File: src/tap_regs.vh
`ifndef TAP_REGS_VH
`define TAP_REGS_VH
// Instruction register
`define IR_WIDTH 3
`define INS_EXTERNAL_TEST 3'h0
`define INS_IDENT 3'h1
`define INS_SAMPLE_HIGHZ 3'h2
`define INS_SAMPLE_PRELOAD 3'h4
`define INS_BYPASS 3'h7
`define IR_CAPTURE_VALUE 3'h1
// Identification fields
`define ID_WIDTH 32
`define ID_REV_MSB 31
`define ID_REV_LSB 29
`define ID_PART_MSB 28
`define ID_PART_LSB 12
`define ID_MAKER_MSB 11
`define ID_MAKER_LSB 1
`define ID_PRESENT_BIT 0
// Boundary scan register
`define BSR_LENGTH 109
`define BSR_OE_CELL 108
// Controller states
`define ST_RESET 4'h0
`define ST_IDLE 4'h1
`define ST_SEL_DR 4'h2
`define ST_CAP_DR 4'h3
`define ST_SHIFT_DR 4'h4
`define ST_EXIT1_DR 4'h5
`define ST_PAUSE_DR 4'h6
`define ST_EXIT2_DR 4'h7
`define ST_UPD_DR 4'h8
`define ST_SEL_IR 4'h9
`define ST_CAP_IR 4'hA
`define ST_SHIFT_IR 4'hB
`define ST_EXIT1_IR 4'hC
`define ST_PAUSE_IR 4'hD
`define ST_EXIT2_IR 4'hE
`define ST_UPD_IR 4'hF
`endif

File: src/pin_sync.v
`timescale 1ns/1ps
module pin_sync #(
	parameter WIDTH = 3
) (
	input wire i_core_clk,
	input wire i_sys_rst,
	input wire [WIDTH-1:0] i_async,
	output wire [WIDTH-1:0] o_sync,
	output wire [WIDTH-1:0] o_rise,
	output wire [WIDTH-1:0] o_fall
);
	reg [WIDTH-1:0] s1_q;
	reg [WIDTH-1:0] s2_q;
	reg [WIDTH-1:0] s3_q;
	reg [WIDTH-1:0] stable_q;
	reg [WIDTH-1:0] prev_q;
	genvar g;

	////////////////////////////////////////////////////////////////////////
	// Three-stage sampling, accepted once stages two and three agree
	always @(posedge i_core_clk) begin
		if (i_sys_rst) begin
			s1_q <= {WIDTH{1'b0}};
			s2_q <= {WIDTH{1'b0}};
			s3_q <= {WIDTH{1'b0}};
			prev_q <= {WIDTH{1'b0}};
		end else begin
			s1_q <= i_async;
			s2_q <= s1_q;
			s3_q <= s2_q;
			prev_q <= stable_q;
		end
	end

	generate
		for (g = 0; g < WIDTH; g = g + 1) begin : g_bit
			always @(posedge i_core_clk) begin
				if (i_sys_rst) begin
					stable_q[g] <= 1'b0;
				end else if (s2_q[g] == s3_q[g]) begin
					stable_q[g] <= s3_q[g];
				end
			end
		end
	endgenerate

	assign o_sync = stable_q;
	assign o_rise = stable_q & ~prev_q;
	assign o_fall = ~stable_q & prev_q;
endmodule // pin_sync

File: src/scan_chain.v
`timescale 1ns/1ps
module scan_chain #(
	parameter LENGTH = 109
) (
	input wire i_core_clk,
	input wire i_sys_rst,
	input wire i_capture,
	input wire i_shift,
	input wire i_serial,
	input wire [LENGTH-1:0] i_parallel,
	output wire o_serial,
	output wire [LENGTH-1:0] o_chain
);
	reg [LENGTH-1:0] chain_q;

	////////////////////////////////////////////////////////////////////////
	// Capture or shift, MSB from serial in, LSB out
	always @(posedge i_core_clk) begin
		if (i_sys_rst) begin
			chain_q <= {LENGTH{1'b0}};
		end else if (i_capture) begin
			chain_q <= i_parallel;
		end else if (i_shift) begin
			chain_q <= {i_serial, chain_q[LENGTH-1:1]};
		end
	end

	assign o_serial = chain_q[0];
	assign o_chain = chain_q;
endmodule // scan_chain

File: src/boundary_scan_tap.v
`timescale 1ns/1ps
`include "tap_regs.vh"
module boundary_scan_tap #(
	// Arbitrary neutral values
	parameter [2:0] REVISION = 3'h3,
	parameter [16:0] PART_TYPE = 17'h0ABCD,
	parameter [10:0] MAKER_CODE = 11'h155,
	parameter BSR_LEN = `BSR_LENGTH
) (
	input wire i_core_clk,
	input wire i_sys_rst,
	input wire i_tck,
	input wire i_tms,
	input wire i_tdi,
	input wire [BSR_LEN-2:0] i_ring,
	output reg o_tdo,
	output reg o_tdo_oe,
	output wire o_out_drive_en,
	output wire o_extest_active,
	output wire [BSR_LEN-2:0] o_preload,
	output wire [`IR_WIDTH-1:0] o_instruction
);
	wire tck_s;
	wire tms_s;
	wire tdi_s;
	wire tck_rise;
	wire tck_fall;
	wire [2:0] rise_v;
	wire [2:0] fall_v;
	wire bsr_out;
	wire [BSR_LEN-1:0] bsr_chain;
	wire [`ID_WIDTH-1:0] id_value;
	reg [3:0] state_q;
	reg [3:0] state_d;
	reg [`IR_WIDTH-1:0] ir_shift_q;
	reg [`IR_WIDTH-1:0] ir_q;
	reg bypass_q;
	reg [`ID_WIDTH-1:0] id_q;
	reg [BSR_LEN-1:0] upd_q;
	reg serial_d;

	////////////////////////////////////////////////////////////////////////
	// Pin sampling
	pin_sync #(
		.WIDTH(3)
	) u_sync (
		.i_core_clk(i_core_clk),
		.i_sys_rst(i_sys_rst),
		.i_async({i_tdi, i_tms, i_tck}),
		.o_sync({tdi_s, tms_s, tck_s}),
		.o_rise(rise_v),
		.o_fall(fall_v)
	);
	assign tck_rise = rise_v[0];
	assign tck_fall = fall_v[0];

	////////////////////////////////////////////////////////////////////////
	// Path selection
	function bsr_selected;
		input [`IR_WIDTH-1:0] code;
		begin
			bsr_selected = (code == `INS_EXTERNAL_TEST) || (code == `INS_SAMPLE_HIGHZ) ||
				(code == `INS_SAMPLE_PRELOAD);
		end
	endfunction

	function is_state;
		input [3:0] st;
		input [3:0] want;
		begin
			is_state = (st == want);
		end
	endfunction

	assign id_value = {REVISION, PART_TYPE, MAKER_CODE, 1'b1};

	////////////////////////////////////////////////////////////////////////
	// Controller next state
	always @* begin
		case (state_q)
			`ST_RESET: state_d = tms_s ? `ST_RESET : `ST_IDLE;
			`ST_IDLE: state_d = tms_s ? `ST_SEL_DR : `ST_IDLE;
			`ST_SEL_DR: state_d = tms_s ? `ST_SEL_IR : `ST_CAP_DR;
			`ST_CAP_DR: state_d = tms_s ? `ST_EXIT1_DR : `ST_SHIFT_DR;
			`ST_SHIFT_DR: state_d = tms_s ? `ST_EXIT1_DR : `ST_SHIFT_DR;
			`ST_EXIT1_DR: state_d = tms_s ? `ST_UPD_DR : `ST_PAUSE_DR;
			`ST_PAUSE_DR: state_d = tms_s ? `ST_EXIT2_DR : `ST_PAUSE_DR;
			`ST_EXIT2_DR: state_d = tms_s ? `ST_UPD_DR : `ST_SHIFT_DR;
			`ST_UPD_DR: state_d = tms_s ? `ST_SEL_DR : `ST_IDLE;
			`ST_SEL_IR: state_d = tms_s ? `ST_RESET : `ST_CAP_IR;
			`ST_CAP_IR: state_d = tms_s ? `ST_EXIT1_IR : `ST_SHIFT_IR;
			`ST_SHIFT_IR: state_d = tms_s ? `ST_EXIT1_IR : `ST_SHIFT_IR;
			`ST_EXIT1_IR: state_d = tms_s ? `ST_UPD_IR : `ST_PAUSE_IR;
			`ST_PAUSE_IR: state_d = tms_s ? `ST_EXIT2_IR : `ST_PAUSE_IR;
			`ST_EXIT2_IR: state_d = tms_s ? `ST_UPD_IR : `ST_SHIFT_IR;
			`ST_UPD_IR: state_d = tms_s ? `ST_SEL_DR : `ST_IDLE;
			default: state_d = `ST_RESET;
		endcase
	end

	always @(posedge i_core_clk) begin
		if (i_sys_rst) begin
			state_q <= `ST_RESET;
		end else if (tck_rise) begin
			state_q <= state_d;
		end
	end

	////////////////////////////////////////////////////////////////////////
	// Instruction register
	always @(posedge i_core_clk) begin
		if (i_sys_rst) begin
			ir_shift_q <= `INS_IDENT;
			ir_q <= `INS_IDENT;
		end else if (is_state(state_q, `ST_RESET)) begin
			ir_q <= `INS_IDENT;
			ir_shift_q <= `INS_IDENT;
		end else if (tck_rise) begin
			if (is_state(state_q, `ST_CAP_IR)) begin
				ir_shift_q <= `IR_CAPTURE_VALUE;
			end else if (is_state(state_q, `ST_SHIFT_IR)) begin
				ir_shift_q <= {tdi_s, ir_shift_q[`IR_WIDTH-1:1]};
			end
		end else if (tck_fall && is_state(state_q, `ST_UPD_IR)) begin
			// Reserved codes are assumed never loaded; they act as bypass
			ir_q <= ir_shift_q;
		end
	end

	////////////////////////////////////////////////////////////////////////
	// Bypass and identification registers
	always @(posedge i_core_clk) begin
		if (i_sys_rst) begin
			bypass_q <= 1'b0;
			id_q <= {`ID_WIDTH{1'b0}};
		end else if (tck_rise) begin
			if (is_state(state_q, `ST_CAP_DR)) begin
				bypass_q <= 1'b0;
				if (ir_q == `INS_IDENT) begin
					id_q <= id_value;
				end
			end else if (is_state(state_q, `ST_SHIFT_DR)) begin
				bypass_q <= tdi_s;
				if (ir_q == `INS_IDENT) begin
					id_q <= {tdi_s, id_q[`ID_WIDTH-1:1]};
				end
			end
		end
	end

	////////////////////////////////////////////////////////////////////////
	// Boundary scan register, cell 108 is internal enable
	scan_chain #(
		.LENGTH(BSR_LEN)
	) u_bsr (
		.i_core_clk(i_core_clk),
		.i_sys_rst(i_sys_rst),
		.i_capture(tck_rise && is_state(state_q, `ST_CAP_DR) && bsr_selected(ir_q)),
		.i_shift(tck_rise && is_state(state_q, `ST_SHIFT_DR) && bsr_selected(ir_q)),
		.i_serial(tdi_s),
		.i_parallel({upd_q[`BSR_OE_CELL], i_ring}),
		.o_serial(bsr_out),
		.o_chain(bsr_chain)
	);

	always @(posedge i_core_clk) begin
		if (i_sys_rst) begin
			upd_q <= {1'b1, {(BSR_LEN-1){1'b0}}};
		end else if (is_state(state_q, `ST_RESET)) begin
			upd_q[`BSR_OE_CELL] <= 1'b1;
		end else if (tck_fall && is_state(state_q, `ST_UPD_DR) && bsr_selected(ir_q)) begin
			upd_q <= bsr_chain;
		end
	end

	assign o_preload = upd_q[BSR_LEN-2:0];
	assign o_extest_active = (ir_q == `INS_EXTERNAL_TEST);
	assign o_out_drive_en = (ir_q == `INS_SAMPLE_HIGHZ) ? 1'b0 :
		(o_extest_active ? upd_q[`BSR_OE_CELL] : 1'b1);
	assign o_instruction = ir_q;

	////////////////////////////////////////////////////////////////////////
	// Serial output, updated on clock fall
	always @* begin
		serial_d = bypass_q;
		if (is_state(state_q, `ST_SHIFT_IR)) begin
			serial_d = ir_shift_q[0];
		end else if (ir_q == `INS_IDENT) begin
			serial_d = id_q[0];
		end else if (bsr_selected(ir_q)) begin
			serial_d = bsr_out;
		end
	end

	always @(posedge i_core_clk) begin
		if (i_sys_rst) begin
			o_tdo <= 1'b0;
			o_tdo_oe <= 1'b0;
		end else if (tck_fall) begin
			o_tdo <= serial_d;
			o_tdo_oe <= is_state(state_q, `ST_SHIFT_IR) || is_state(state_q, `ST_SHIFT_DR);
		end
	end
endmodule // boundary_scan_tap

File: config.mk
export PLATFORM = sky130hd
export DESIGN_NAME = boundary_scan_tap
export DESIGN_NICKNAME = d
export VERILOG_FILES = /design/src/pin_sync.v /design/src/scan_chain.v /design/src/boundary_scan_tap.v
export VERILOG_INCLUDE_DIRS = /design/src
export SDC_FILE = /design/constraint.sdc
export NUM_CORES = 1
export LEC_CHECK = 0
export BUFFER_PORTS_ARGS = -buffer_cell sky130_fd_sc_hd__buf_2
export CAP_MARGIN = 40
export CORE_UTILIZATION = 40
export DETAILED_ROUTE_END_ITERATION = 12
export PLACE_DENSITY = 0.67
export SLEW_MARGIN = 20
export SYNTH_ARGS = -nofsm -noshare
export SYNTH_HDL_FRONTEND = slang
export SYNTH_SLANG_ARGS = --single-unit
export TNS_END_PERCENT = 10
File: constraint.sdc
create_clock -name i_core_clk -period 3.9 [get_ports i_core_clk]
set_clock_uncertainty 0.1 [all_clocks]
set_input_delay 0.78 -clock i_core_clk [delete_from_list [all_inputs] [get_ports i_core_clk]]
set_output_delay 0.78 -clock i_core_clk [all_outputs]
set_load 0.02 [all_outputs]
==> metrics.md <==
| Metric | Value |
|---|---|
| Routability cong. | `around 0.8` |
| DRC viols | `0` |
| Proportion of layout cells with a drive suffix above 1 | `roughly 25%` |
| CTS Buffer Depth | `3` |
| Critical Path End Type | `flip-flop` |
| Gate count of the mapped netlist | `approximately 1400` |
| Design area | `roughly 14000 µm²` |
| Routed len/inst | `roughly 15 µm` |
| Asr flop ratio synth | `0%` |
| CTS tree | `built` |
| Top post-synthesis cells by area | `dfxtp_1 (49%), nand2_1 (15%), a311oi_2 (12%)` |
| Initial antenna violation count | `5` |
| Max Cap Viol | `0` |
| Worst VDD drop | `~250 µV` |
| Clock transition at the registers of the reported paths | `~60 ps` |
| Post-synth EDFFs | `0` |
| Clk_lat worst skew | `550 ps` |
| Initial drt markers | `628` |
| First-pass DRT Iterations | `5` |
| Core Area | `27900 µm²` |
| Yosys warns | `0` |
| Routed vias/inst | `a little over 5` |
| Post-route ant nets | `0` |
| PostCTS Resize Cnt | `0` |
| Crit Path Max Fanout | `28` |
| Post-route minimum period | `roughly 2900 ps` |
| Std cell rows | `a little over 60` |
| CP Launch Type | `flip-flop` |
| Setup WS post-layout | `just over 1000 ps` |
| Die ar. | `around 29000 µm²` |
| # IOs | `between 200 and 250` |
| Nets | `between 1500 and 2000` |
| Final setup vio count | `0` |
| GRT Resource Usage Total | `between 10% and 20%` |
| Yosys top cell area share | `between 40% and 50%` |
| Required @ worst endpoint | `4250 ps` |
| Postcts setup bufs | `0` |
| H-tree depth | `1` |
| Register area share after synthesis | `between 40% and 50%` |
| Fillers | `2683` |
| Initial core utilization | `40.8%` |
| Cell taking the most area after synthesis | `dfxtp_1` |
| Setup WS pre-CTS | `1040 ps` |
| Headroom to the max-slew limit | `approximately two fifths` |
| Vias in the first global route | `approximately 9600` |
| First-pass GRT wire length | `about 47000 µm` |
| Lkg Pwr | `0.00466 µW` |
| Post-synth top cells | `nand2_1 (461), dfxtp_1 (276), nor2_1 (140), a21oi_1 (137), a311oi_2 (89)` |
| CTS Hold Bufs | `0` |
| Crit Path Class | `flip-flop to flip-flop` |
| Post-Syn Area | `between 10000 and 15000 µm²` |
| Cell area after placement | `between 10000 and 15000 µm²` |
| Yosys cell types | `40` |
| Status | `finished, final reports clean` |
| Arr. time, crit path | `around 3200 ps` |
| Pwr/cell area | `~430 nW/µm²` |
| Yosys reg bits | `276` |
| Total number of vias | `9996` |
| Mapped Nets | `about 1500` |
| RSZ-0062 raised after global routing | `false` |
| # port buffers | `roughly 230` |
| Clock Tree Root | `clkbuf_16` |
| CTS Buf Count | `30` |
| Chip height | `about 170 µm` |
| DIE WIDTH | `171 µm` |
| Mean Syn Cell Area | `8.27 µm²` |
| Detailed placer's ending HPWL | `18400 µm` |
| Most numerous cell in the Yosys netlist | `nand2_1` |
| Pin count of the biggest net entering global routing | `approximately 120` |
| Hold Path Class | `flip-flop to flip-flop` |
| Clk sinks | `roughly 280` |
| Final core occ | `between 40% and 50%` |
| Total routed wirelength | `about 29000 µm` |
| Final slew viol count | `0` |
| Final Cycle Share | `about three quarters` |
| Area growth, synth to finish | `20.9%` |
| Top FF cell, synth | `dfxtp_1` |
| Setup TNS | `0 ps` |
| Worst-Margin Slew | `between 800 and 900 ps` |
| Overflow after GRT | `0` |
| Final Hold Fails | `0` |
| Fmax | `around 350 MHz` |
-- routing by layer --
metal	vias to the layer above	track usage [%]	part of all wire, %
met2	238	33.4	47
met3	46	4.72	6.2
met4	8	4.86	1.8
met1	4725	25.1	45
li1	4979	-	-
met5	-	0	0.18
-- path summary, 6_finish.rpt --
path / start / to / slack, ps / cells after the start
worst max-delay path: state_q[0]$_SDFFE_PP0P_ / u_bsr.o_chain[47]$_SDFFE_PP0P_ / 1020 / 5
worst min-delay path: u_sync.s1_q[1]$_SDFF_PP0_ / u_sync.s2_q[1]$_SDFF_PP0_ / 340 / 1
worst max register to register: state_q[0]$_SDFFE_PP0P_ / u_bsr.o_chain[47]$_SDFFE_PP0P_ / 1020 / 5
worst min register to register: u_sync.s1_q[1]$_SDFF_PP0_ / u_sync.s2_q[1]$_SDFF_PP0_ / 340 / 1
-- per-stage QoR --
step	hold WS, ps	power [µW]	std cells
floorplan	314	2940	1374
global placement	322	3020	1879
detailed placement	322	3010	1880
CTS	333	5920	1935
global route	351	6060	1935
finish	337	5850	1937
-- where the power goes --
group	total, µW	switching (µW)	leakage, µW	internal, µW
Sequential	2820	1.62	0.00222	2820
Combinational	127	75.8	0.00193	51.6
Clock	2900	1140	0.000509	1760
-- flip-flops by register name (all words and copies together) (netlist names) --
| signal | flops |
|---|---|
| ir_shift_q | 3 |
| u_bsr.o_chain | 109 |
| u_sync.o_sync | 3 |
| id_q | 32 |
| u_sync.s1_q | 3 |
| o_instruction | 3 |
| state_q | 4 |
| bypass_q | 1 |
| u_sync.s3_q | 3 |
| u_sync.prev_q | 1 |
| upd_q | 109 |
| u_sync.s2_q | 3 |
| o_tdo | 1 |
| o_tdo_oe | 1 |
-- cells by family after synthesis --
| kind of cell | share of synthesized area, % |
|---|---|
| AND/OR/NAND/NOR | 24.8 |
| AO/OA/AOI/OAI | 21.4 |
| flip-flops | 48.6 |
| buffers and inverters | 4.88 |
| XOR/XNOR | 0.154 |
| multiplexers | 0.187 |
-- worst max-delay path: stages (launching register included) --
cell and delay [ps]:
dfxtp_1 690, and4bb_2 670, and3_4 520, buf_4 350, nand2_1 130, a311oi_2 280
-- layout make-up --
| type | count | area (µm²) | area share, % |
|---|---|---|---|
| multi-input cells | 976 | 5300 | 38.6 |
| inverters | 3 | 11.3 | 0.0820 |
| clock inverters | 13 | 143 | 1.04 |
| well taps | 378 | 473 | 3.44 |
| repair buffers | 247 | 1400 | 10.2 |
| flip-flops and latches | 276 | 5530 | 40.2 |
| diodes | 2 | 5.00 | 0.0364 |
| clock buffers | 42 | 877 | 6.39 |
-- cells in the final DEF, fill, tap and decap left out, types with 8 or more instances in the layout --
cell type	netlist	routed
dfxtp_1	276	276
buf_4	14	11
nand2_1	461	461
nand3_1	17	16
nor2_1	140	140
buf_12	0	8
clkinv_2	0	9
a311oi_1	20	20
clkbuf_16	0	31
buf_2	17	226
a21oi_1	137	137
nor2b_1	14	14
a311oi_2	89	89
nor3_1	41	41
o21ai_0	12	12
Power figures use the tool's default switching activity.
